`config.mk`:
```
export PLATFORM = sky130hd
export DESIGN_NAME = ncc_command
export DESIGN_NICKNAME = d
export VERILOG_FILES = /design/src/ncc_pkg.sv /design/src/ncc_field.sv /design/src/ncc_command.sv
export SDC_FILE = /design/constraint.sdc
export NUM_CORES = 1
export LEC_CHECK = 0
export CORE_MARGIN = 4
export CORE_UTILIZATION = 48
export CTS_CLUSTER_DIAMETER = 40
export DETAILED_ROUTE_END_ITERATION = 8
export DONT_BUFFER_PORTS = 1
export SLEW_MARGIN = 20
export SYNTH_ARGS = -nofsm -noshare
export SYNTH_HDL_FRONTEND = slang
export SYNTH_SLANG_ARGS = --single-unit
```
`constraint.sdc`:
```
create_clock -name ref_clk -period 1.9 [get_ports ref_clk]
set_input_delay 0.19 -clock ref_clk [delete_from_list [all_inputs] [get_ports ref_clk]]
set_output_delay 0.19 -clock ref_clk [all_outputs]
set_load 0.05 [all_outputs]
```
`src/ncc_pkg.sv`:
```
// Constants shared by the primary configuration command block.
`default_nettype none
package ncc_pkg;
  // ****************************************************************
  // Register map
  // ****************************************************************
  localparam logic [7:0] OFF_ID = 8'h00;
  localparam logic [7:0] OFF_CMD = 8'h04;
  localparam logic [7:0] OFF_STICKY = 8'h40;
  localparam logic [15:0] CMD_RESET = 16'h0000;
  // Writable command bits: 0,1,2,6,8,10
  localparam logic [15:0] CMD_WMASK = 16'h0547;
  localparam int B_IO = 0;
  localparam int B_MEM = 1;
  localparam int B_MASTER = 2;
  localparam int B_PERR = 6;
  localparam int B_SERR = 8;
  localparam int B_INTX_DIS = 10;
  localparam int B_INT_STAT = 19;
  localparam int B_MDPE = 24;
  // Arbitrary identity values, not tied to any real part
  localparam logic [15:0] MAKER_DEFAULT = 16'h1ABC;
  localparam logic [15:0] PART_DEFAULT = 16'h0123;
  localparam logic [31:0] STICKY_RESET = 32'h0000_0000;
  // ****************************************************************
  // Access kinds
  // ****************************************************************
  typedef enum logic [2:0] {ACC_RO, ACC_ROS, ACC_RW, ACC_RWC, ACC_RWS, ACC_RWCS} ncc_access_type;
  typedef enum logic [1:0] {ST_IDLE, ST_READ, ST_WRITE} ncc_state_type;
endpackage : ncc_pkg
`default_nettype wire

```
`src/ncc_field.sv`:
```
// One 32-bit register word whose bits follow a chosen access kind.
`default_nettype none
module ncc_field #(
  parameter ncc_pkg::ncc_access_type KIND = ncc_pkg::ACC_RW,
  parameter logic [31:0] INIT = 32'h0000_0000
) (
  input wire logic ref_clk,
  input wire logic reset,
  input wire logic sticky_reset,
  input wire logic wr,
  input wire logic [31:0] wdata,
  input wire logic [31:0] mask,
  input wire logic [31:0] hw_set,
  output logic [31:0] value
);
  import ncc_pkg::*;
  typedef struct packed {logic [31:0] val;} ncc_field_type;
  ncc_field_type s, next_s;
  logic sticky;
  assign sticky = (KIND == ACC_ROS) || (KIND == ACC_RWS) || (KIND == ACC_RWCS);
  // Per-kind next value; hardware set wins over a write-one clear
  always_comb begin
    next_s = s;
    case (KIND)
      ACC_RW, ACC_RWS: if (wr) next_s.val = (s.val & ~mask) | (wdata & mask);
      ACC_RWC, ACC_RWCS: if (wr) next_s.val = s.val & ~(wdata & mask);
      default: next_s = s;
    endcase
    next_s.val = next_s.val | hw_set;
  end
  // Sticky kinds survive the ordinary reset, only sticky_reset clears them
  always_ff @(posedge ref_clk) begin
    if ((reset && !sticky) || sticky_reset) s.val <= INIT;
    else s <= next_s;
  end
  assign value = s.val;
endmodule : ncc_field
`default_nettype wire

```
`src/ncc_command.sv`:
```
// Primary configuration command block of the non-transparent bridge.
// How it works
// Six access kinds exist: read-only, read-only sticky, read/write, write-one-clear, and their sticky forms.
// Dword 0 bits 15:0 return a fixed maker code.
// Dword 0 bits 31:16 return a fixed part code.
// Command bit 0 gates I/O response on the primary and resets to zero.
// Command bit 1 gates memory response on the primary and resets to zero.
// Command bit 2 gates mastering on the primary and response on the secondary.
// A reverse bridge with a PCI-X primary may start split completions even with mastering off.
// Command bit 3 reads zero; special cycles are never claimed.
// Command bit 4 reads zero; no own memory-write-and-invalidate is issued.
// Command bit 5 reads zero; palette snoops are ignored.
// Command bit 6 lets parity errors and poisoned packets set the master data parity status bit.
// Command bit 7 reads zero; no wait cycle control.
// Command bit 8 enables error messages forward and SERR_L reverse.
// Command bit 9 reads zero; no fast back-to-back.
// Command bit 10 blocks INTx messages and releases any asserted INTx.
// Status bit 19 reads one while an INTx request is pending; here it reads zero while command bit 10 is set.
// Writes to read-only and reserved command bits are dropped and read zero.
`default_nettype none
module ncc_command #(
  parameter logic [15:0] MAKER_CODE = ncc_pkg::MAKER_DEFAULT,
  parameter logic [15:0] PART_CODE = ncc_pkg::PART_DEFAULT
) (
  input wire logic ref_clk,
  input wire logic reset,
  input wire logic sticky_reset,
  input wire logic cfg_rd,
  input wire logic cfg_wr,
  input wire logic [7:0] cfg_addr,
  input wire logic [3:0] cfg_be,
  input wire logic [31:0] cfg_wdata,
  output logic [31:0] cfg_rdata,
  output logic cfg_ack,
  input wire logic reverse_mode,
  input wire logic pcix_primary,
  input wire logic intx_request,
  input wire logic parity_event,
  input wire logic fatal_event,
  input wire logic split_completion_req,
  output logic io_enable,
  output logic mem_enable,
  output logic master_enable,
  output logic split_allowed,
  output logic err_message,
  output logic serr_n_out,
  output logic serr_n_oe,
  output logic intx_assert,
  output logic parity_flagged
);
  import ncc_pkg::*;

  // ****************************************************************
  // State
  // ****************************************************************
  typedef struct packed {
    ncc_state_type st;
    logic [15:0] cmd;
    logic mdpe;
    logic [31:0] rdata;
    logic err_msg;
    logic serr;
  } ncc_regs_type;
  ncc_regs_type r, next_r;
  logic [31:0] sticky_val;
  logic sticky_wr;

  // Byte-enable expansion used for every write path
  function automatic logic [31:0] be_mask(input logic [3:0] be);
    be_mask = {{8{be[3]}}, {8{be[2]}}, {8{be[1]}}, {8{be[0]}}};
  endfunction : be_mask

  // Spare sticky register exercising the sticky write-one-clear kind
  assign sticky_wr = (r.st == ST_WRITE) && (cfg_addr == OFF_STICKY);
  ncc_field #(.KIND(ACC_RWCS), .INIT(STICKY_RESET)) u_sticky (
    .ref_clk(ref_clk),
    .reset(reset),
    .sticky_reset(sticky_reset),
    .wr(sticky_wr),
    .wdata(cfg_wdata),
    .mask(be_mask(cfg_be)),
    .hw_set({31'h0000_0000, r.mdpe}),
    .value(sticky_val)
  );

  // ****************************************************************
  // Configuration access and command logic
  // ****************************************************************
  always_comb begin
    logic [31:0] wm;
    wm = be_mask(cfg_be);
    next_r = r;
    next_r.err_msg = 1'b0;
    case (r.st)
      ST_IDLE: begin
        if (cfg_wr) next_r.st = ST_WRITE;
        else if (cfg_rd) next_r.st = ST_READ;
      end
      ST_READ: begin
        next_r.st = ST_IDLE;
        case (cfg_addr)
          OFF_ID: next_r.rdata = {PART_CODE, MAKER_CODE};
          OFF_CMD: begin
            // Read-only and reserved command bits read zero
            next_r.rdata = {7'h00, r.mdpe, 4'h0, intx_request & ~r.cmd[B_INTX_DIS], 3'h0, r.cmd & CMD_WMASK};
          end
          OFF_STICKY: next_r.rdata = sticky_val;
          default: next_r.rdata = 32'h0000_0000;
        endcase
      end
      ST_WRITE: begin
        next_r.st = ST_IDLE;
        if (cfg_addr == OFF_CMD) begin
          // Only command bits 0,1,2,6,8,10 take writes; status bit 24 clears on a written one
          next_r.cmd = (r.cmd & ~(CMD_WMASK & wm[15:0])) | (cfg_wdata[15:0] & CMD_WMASK & wm[15:0]);
          if (wm[B_MDPE] && cfg_wdata[B_MDPE]) next_r.mdpe = 1'b0;
        end
      end
      default: next_r.st = ST_IDLE;
    endcase
    // Parity status is set only when enabled; set wins over clear
    if (parity_event && r.cmd[B_PERR]) next_r.mdpe = 1'b1;
    // Forward mode emits an error message pulse, reverse drives SERR_L
    if (fatal_event && r.cmd[B_SERR] && !reverse_mode) next_r.err_msg = 1'b1;
    next_r.serr = fatal_event && r.cmd[B_SERR] && reverse_mode;
  end

  always_ff @(posedge ref_clk) begin
    if (reset) begin
      r.st <= ST_IDLE;
      r.cmd <= CMD_RESET;
      r.mdpe <= 1'b0;
      r.rdata <= 32'h0000_0000;
      r.err_msg <= 1'b0;
      r.serr <= 1'b0;
    end else begin
      r <= next_r;
    end
  end

  // ****************************************************************
  // Outputs
  // ****************************************************************
  assign cfg_rdata = r.rdata;
  assign cfg_ack = (r.st != ST_IDLE);
  assign io_enable = r.cmd[B_IO];
  assign mem_enable = r.cmd[B_MEM];
  assign master_enable = r.cmd[B_MASTER];
  // Split completions bypass mastering gate only on a PCI-X reverse primary
  assign split_allowed = split_completion_req && (r.cmd[B_MASTER] || (reverse_mode && pcix_primary));
  assign err_message = r.err_msg;
  assign serr_n_out = 1'b0; // Open drain: only ever pulls low
  assign serr_n_oe = r.serr;
  assign intx_assert = intx_request && !r.cmd[B_INTX_DIS];
  assign parity_flagged = r.mdpe;

  // ****************************************************************
  // Checks
  // ****************************************************************
  a_id_fixed: assert property (@(posedge ref_clk) disable iff (reset)
    (r.st == ST_READ && cfg_addr == OFF_ID) |=> cfg_rdata == {PART_CODE, MAKER_CODE})
    else $error("identity word wrong");
  a_ro_zero: assert property (@(posedge ref_clk) disable iff (reset)
    (r.cmd & ~CMD_WMASK) == 16'h0000) else $error("read-only command bit set");
  a_io_write: assert property (@(posedge ref_clk) disable iff (reset)
    (r.st == ST_WRITE && cfg_addr == OFF_CMD && cfg_be[0]) |=> io_enable == $past(cfg_wdata[B_IO]))
    else $error("io enable not written");
  a_mem_write: assert property (@(posedge ref_clk) disable iff (reset)
    (r.st == ST_WRITE && cfg_addr == OFF_CMD && cfg_be[0]) |=> mem_enable == $past(cfg_wdata[B_MEM]))
    else $error("mem enable not written");
  a_split_gate: assert property (@(posedge ref_clk) disable iff (reset)
    (split_allowed && !master_enable) |-> (reverse_mode && pcix_primary)) else $error("split without rights");
  a_parity_set: assert property (@(posedge ref_clk) disable iff (reset)
    (parity_event && r.cmd[B_PERR]) |=> parity_flagged) else $error("parity not flagged");
  a_parity_hold: assert property (@(posedge ref_clk) disable iff (reset)
    $rose(parity_flagged) |-> $past(parity_event && r.cmd[B_PERR])) else $error("parity set without cause");
  a_serr_gate: assert property (@(posedge ref_clk) disable iff (reset)
    (serr_n_oe || err_message) |-> $past(r.cmd[B_SERR] && fatal_event)) else $error("error report while disabled");
  a_intx_off: assert property (@(posedge ref_clk) disable iff (reset)
    r.cmd[B_INTX_DIS] |-> !intx_assert) else $error("intx while disabled");
  a_int_status: assert property (@(posedge ref_clk) disable iff (reset)
    (r.st == ST_READ && cfg_addr == OFF_CMD) |=> cfg_rdata[B_INT_STAT] == $past(intx_assert))
    else $error("interrupt status wrong");
  // Leaving reset, every command bit and the parity flag read clear
  a_cmd_reset: assert property (@(posedge ref_clk) disable iff (reset)
    $fell(reset) |-> (r.cmd == CMD_RESET && !parity_flagged))
    else $error("command not cleared by reset");
  // Each remaining writable command bit follows its write on the next edge
  a_master_write: assert property (@(posedge ref_clk) disable iff (reset)
    (r.st == ST_WRITE && cfg_addr == OFF_CMD && cfg_be[0]) |=> master_enable == $past(cfg_wdata[B_MASTER]))
    else $error("master enable not written");
  a_perr_write: assert property (@(posedge ref_clk) disable iff (reset)
    (r.st == ST_WRITE && cfg_addr == OFF_CMD && cfg_be[0]) |=> r.cmd[B_PERR] == $past(cfg_wdata[B_PERR]))
    else $error("parity enable not written");
  a_serr_write: assert property (@(posedge ref_clk) disable iff (reset)
    (r.st == ST_WRITE && cfg_addr == OFF_CMD && cfg_be[1]) |=> r.cmd[B_SERR] == $past(cfg_wdata[B_SERR]))
    else $error("error report enable not written");
  a_intx_write: assert property (@(posedge ref_clk) disable iff (reset)
    (r.st == ST_WRITE && cfg_addr == OFF_CMD && cfg_be[1]) |=> r.cmd[B_INTX_DIS] == $past(cfg_wdata[B_INTX_DIS]))
    else $error("interrupt disable not written");
  // An enabled fatal event gives one report, of the kind the bridge direction asks for
  a_err_fwd: assert property (@(posedge ref_clk) disable iff (reset)
    (fatal_event && r.cmd[B_SERR] && !reverse_mode) |=> (err_message && !serr_n_oe))
    else $error("error message missing");
  a_err_rev: assert property (@(posedge ref_clk) disable iff (reset)
    (fatal_event && r.cmd[B_SERR] && reverse_mode) |=> (serr_n_oe && !serr_n_out && !err_message))
    else $error("system error pin not pulled");
  // Writing one clears the parity flag when no new error lands in the same cycle
  a_mdpe_clear: assert property (@(posedge ref_clk) disable iff (reset)
    (r.st == ST_WRITE && cfg_addr == OFF_CMD && cfg_be[3] && cfg_wdata[B_MDPE] && !parity_event)
    |=> !parity_flagged) else $error("parity flag not cleared");
  // The sticky word must ride through an ordinary reset; no disable here on purpose
  a_sticky_keep: assert property (@(posedge ref_clk)
    (reset && !sticky_reset && !sticky_wr && sticky_val[0]) |=> sticky_val[0])
    else $error("sticky bit lost in reset");
  // Covers for the main scenarios
  c_cmd_write: cover property (@(posedge ref_clk) r.st == ST_WRITE && cfg_addr == OFF_CMD);
  c_parity: cover property (@(posedge ref_clk) $rose(parity_flagged));
  c_serr: cover property (@(posedge ref_clk) serr_n_oe);
  c_split: cover property (@(posedge ref_clk) split_allowed && !master_enable);
  c_intx_gate: cover property (@(posedge ref_clk) intx_request && r.cmd[B_INTX_DIS]);
endmodule : ncc_command
`default_nettype wire

```
======== Word-level counts from Yosys, hierarchy flattened ========
Index checks and enable logic that the tools add are counted.
Widths: inputs -> output; s select.
word-level totals
  flip-flop bits (word level) ............. 85
  latch bits .............................. 0
  bits in writable memories ............... 0
  bits in read-only memories .............. 0
  input port bits ......................... 55
  logic and storage cells ................. 55
  memories ................................ 0
operators by class
  add/sub/neg operators ................... 0
  $mul .................................... 0
  divide/modulo/power cells ............... 0
  $lt $le $gt $ge ......................... 0
  eq/ne operators ......................... 4
  shifts and indexed selects .............. 0
  muxes and demuxes ....................... 9
  bitwise gates (word level) .............. 11
  reduce and logical (&&, ||, !) cells .... 23
operator list
  cell                number
  $pmux 32 s3         1
  $and 32x32->32      2
  $mux 32             1
  $not 32->32         1
  $or 32x1->32        1
  $and 11x16->16      1
  $and 16x16->16      1
  $not 11->16         1
  $or 16x16->16       1
  $reduce_bool 2->1   5
  $logic_and 1x1->1   9
  $eq 8x3->1 const B  1
  $eq 8x7->1 const B  1
  $logic_not 8->1     1
  $mux 1              5
  $mux 2              2
  $reduce_and 3->1    1
  $reduce_or 3->1     1
  $eq 2x1->1 const B  1
  $eq 2x2->1 const B  1
  $logic_not 1->1     2
  $logic_not 2->1     1
  $not 1->1           2
  $reduce_and 2->1    1
  3 further kinds     3

======== Logic depth before layout (Yosys ltp) ========
  word-level depth ........................ 5
  mapped depth ............................ 5

======== Hierarchy ========
From an unflattened synthesis, not the netlist that was laid out.
second synthesis, totals
  cells, all modules ...................... 367
  area total of the unflattened synthesis .. 3414.5 um2
by module, submodules not included
  module       instances  cells an instance  area each (um2)  sequential area each (um2)
  ncc_command  1          233                1971.9           860.8
  ncc_field    1          134                1442.6           640.6

======== Least setup slack after synthesis ========
Ideal clock, no wire load.
  path type ............................... register to output
  from .................................... register (tool-made name)
  to ...................................... output split_allowed
  arrival ................................. 1436 ps
  setup slack ............................. 274 ps
  stages on the path, launching flop included .. 3
  path buffers ............................ 0
  path through ............................ dfxtp_1 -> a21oi_1 -> nor2b_1
RTL lines
  item       line               source
  to (decl)  ncc_command.sv:44  output logic split_allowed,

======== Worst setup path after layout ========
  from .................................... register r[52] in the netlist's numbering
  to ...................................... register u_sticky.s, in the netlist u_sticky.value[17]
between the ends
  word-level cells in the longest chain between the ends .. 4
ends and longest elaborated chain
  item                    line                source
  from (decl)             ncc_command.sv:64   ncc_regs_type r, next_r;
  from (signal assigned)  ncc_command.sv:137  r <= next_r;
  $eq 2x2->1              ncc_command.sv:74   assign sticky_wr = (r.st == ST_WRITE) && (cfg_addr == OFF_STICKY);
  $logic_and 1x1->1       ncc_command.sv:74
  $mux 32                 ncc_field.sv:26     ACC_RWC, ACC_RWCS: if (wr) next_s.val = s.val & ~(wdata & mask);
  $or 32x1->32            ncc_field.sv:29     next_s.val = next_s.val | hw_set;
  to (signal assigned)    ncc_field.sv:34     else s <= next_s;
  to (decl)               ncc_field.sv:18     ncc_field_type s, next_s;
No other way between the ends.
A chain may end at the register's enable or synchronous reset.

==> impl_metrics.py <==
metrics = {
    "outcome": {
        "run_status": "finished clean",
    },
    "grt": {
        "globalRouteOverflowTotal": 0,
        "grt_pass1_wl_mm": 11.6,
        "grt_pass1_vias": 2256,
        "initial_antenna_violation_count": 0,
        "grt_util_all_layers": 0.198,
        "grt_start_max_net_pins": 35,
    },
    "synth": {
        "synth.largest_area_cell": "dfxtp_1",
        "synth_largest_type_area_fraction": 0.482,
        "post_synth_inst_count": 340,
        "post_synth_main_area_contributors": "dfxtp_1 48%, a21oi_1 9.3%, buf_4 8.0%",
        "synthDistinctLibCells": 40,
        "synth.cell_area_um2": 3110,
        "synth_seq_cells": 75,
        "yosys-top-cells-count": "75 x dfxtp_1, 58 x a21oi_1, 33 x buf_4, 31 x nand2b_1, 23 x nand2_1",
        "synth-warning-count": 0,
        "syn_area_per_cell_um2": 9.16,
        "syn-num-nets": 395,
        "synth-main-ff-cell": "dfxtp_1",
        "synth_edf_count": 0,
        "async_set_or_reset_flop_fraction_in_the_synthesized_netlist": 0,
        "yosysMostFrequentCell": "dfxtp_1",
        "synth-seq-area-share": 0.482,
    },
    "cts": {
        "cts.htree.levels": 3,
        "root_buffer": "clkbuf_8",
        "tritoncts_num_sinks": 75,
        "clk_transition_reported_paths_ns": 0.07,
        "postCtsResizedCells": 0,
        "clock_tree_from_tritoncts": "built",
        "latest_clock_arrival_within_the_worst_skew_pair_ns": 0.33,
        "cts_setup_buffers": 0,
        "worst_case_clock_buffer_depth": 2,
        "cts-buffers-inserted": 9,
    },
    "drt": {
        "drt_pre_antenna_iters": 4,
        "drc": 0,
        "detailroute.wirelength.met2_mm": 3.41,
        "routed_via_density": 5.40,
        "met3RoutedLength_um": 622,
        "postRouteAntennaNets": 0,
        "drt-met1-wl_mm": 3.28,
        "vias": 2324,
        "wire_per_inst_um": 17.3,
        "dr.max_layer_used": "met4",
        "detailedRoute.firstIterationViolations": 105,
        "routed_wl_mm": 7.44,
    },
    "worst_setup_path": {
        "critPathKind": "reg -> reg",
        "crit_path_cells": "nor2b_1, and3_1, a21oi_1",
        "worst_path_largest_cell_delay_ns": 0.47,
        "critical_path.endpoint_type": "register",
        "crit_path_start_kind": "register",
        "timing.critical_path.arrival_ns": 1.66,
        "critical_path_buf_inv_count": 0,
        "cp_top_family": "simple AND/OR/NAND/NOR gates",
        "crit_fanout": 8,
        "critical_path.slowest_cell": "and3_1",
        "cp_data_required_time_ns": 2.10,
    },
    "layout": {
        "fraction_of_layout_instances_using_a_drive_strength_above_1": 0.125,
        "fin_nets": 404,
        "antenna_cells": 0,
        "number_of_fill_cells": 614,
        "multiInputGateArea_um2": 1260,
        "syn2layout_area_growth_pct": 13.0,
        "finalCoreUtilization": 0.557,
        "final-instance-count-excl-fill": 430,
        "ff_latch_area_um2": 1500,
    },
    "timing": {
        "maximum_frequency_from_static_timing_analysis_mhz": 688,
        "setup_repair_after_global_routing_missed_its_margin": "false",
        "post-route-period-util": 0.765,
        "timing.max_slew.rel_slack": 0.617,
        "tightestPinTransition_ns": 0.574,
        "fin_tns_setup_ns": 0,
        "final_worst_path_setup_slack_ns": 0.447,
        "hold_viol_final": 0,
        "finalWorstPathRequiredPeriod_ns": 1.45,
        "setup_viol": 0,
        "fin_worst_hold_slack_ns": 0.00889,
        "fin_worst_skew_ns": 0.00769,
        "slew_violations": 0,
    },
    "placed_design": {
        "numPortBuffers": 0,
        "globalplace.congestion": 0.930,
        "post-place-ws_ns": 0.226,
        "post-place-cells": 377,
        "place.detailed.hpwl_mm": 4.80,
    },
    "floorplanning": {
        "floorplan.initialDensity": 0.493,
        "fp-row-count": 29,
        "floorplan.die.height_um": 88.5,
        "width_of_the_chip_um": 88.5,
        "core_area_um2": 6310,
        "die_area_um2": 7840,
        "num_ports": 97,
    },
    "power_and_ir_drop": {
        "total_leakage_power_nw": 1.28,
        "p_per_area_nw_per_um2": 830,
        "vdd.ir_drop.worst_uv": 559,
    },
    "flow_run": {
        "max_cap_viol_count": 0,
    },
    "worst_hold_path": {
        "min-delay-path-class": "in -> reg",
    },
}
[stage by stage]
step,area [µm²],total power [W]
after floorplan,3110,0.00178
after global placement,2950,0.00176
after detailed placement,2950,0.00176
after CTS,3520,0.00295
after global routing,3520,0.00304
final,3520,0.00292
[final cells by class]
type	instances	area share
clock buffer	13	0.0480
clock inverter	2	0.00285
inverter	3	0.00320
multi-input combinational	211	0.357
sequential	75	0.427
tap	77	0.0274
timing repair buffer	49	0.134
[cells in the final DEF, fill, tap and decap left out, types with 3 or more instances in the layout]
master / count
dfxtp_1: 75
a21oi_1: 58
dlygate4sd3_1: 37
nand2b_1: 31
nand2_1: 23
nor2_1: 19
nand3_1: 14
clkbuf_8: 12
nor3_2: 11
buf_4: 11
mux2i_1: 6
a22oi_1: 5
o21ai_1: 5
nor2b_1: 4
and3_1: 4
inv_1: 3
nor3_1: 3
o21ai_0: 3
[worst reg2reg max path, stage by stage, from the launching register on]
cell	delay (ns)
dfxtp_1	0.41
nor2b_1	0.32
and3_1	0.47
a21oi_1	0.13
[where the power goes]
group          switching [W]  leakage, nW  internal, W
Sequential         0.0000429        0.605      0.00158
Clock               0.000534       0.0953     0.000571
Combinational      0.0000948        0.576    0.0000940
[state kept, by name, summed over array words and instances, names as in the netlist, named ones only]
signal / flops
cfg_rdata: 32
err_message: 1
parity_flagged: 1
r: 2
serr_n_oe: 1
u_sticky.value: 32
[cell families (layout without fill, tap and decap cells)]
| logic type | after synthesis | count (layout) | synth area share |
|---|---|---|---|
| buffers and inverters | 54 | 67 | 0.115 |
| AO/OA/AOI/OAI | 78 | 78 | 0.138 |
| AND/OR/NAND/NOR | 126 | 126 | 0.244 |
| multiplexers | 6 | 6 | 0.0193 |
| flip-flops | 75 | 75 | 0.482 |
| other | 1 | 1 | 0.00120 |
[worst paths after layout]
path              depth (start not counted)                  to          startpoint  slack (ns)
setup reg to reg                          3  u_sticky.value[17]               r[52]        0.45
hold reg to reg                           2  u_sticky.value[15]  u_sticky.value[15]        0.45
setup / recovery                          3  u_sticky.value[17]               r[52]        0.45
hold / removal                            2  u_sticky.value[20]        sticky_reset       0.009
[layer usage]
layer / up-vias / track usage
li1: 1149 / -
met2: 83 / 0.305
met4: 0 / 0.0797
met3: 13 / 0.0512
met1: 1079 / 0.265
met5: - / 0
[what timing repair did]
item | CTS | global route
hold buffers | 38 | 0
endpoints found under the hold margin | 66 | 0
endpoints found under the setup margin | 0 | 0
No activity file was read; power rests on OpenSTA's default activity.
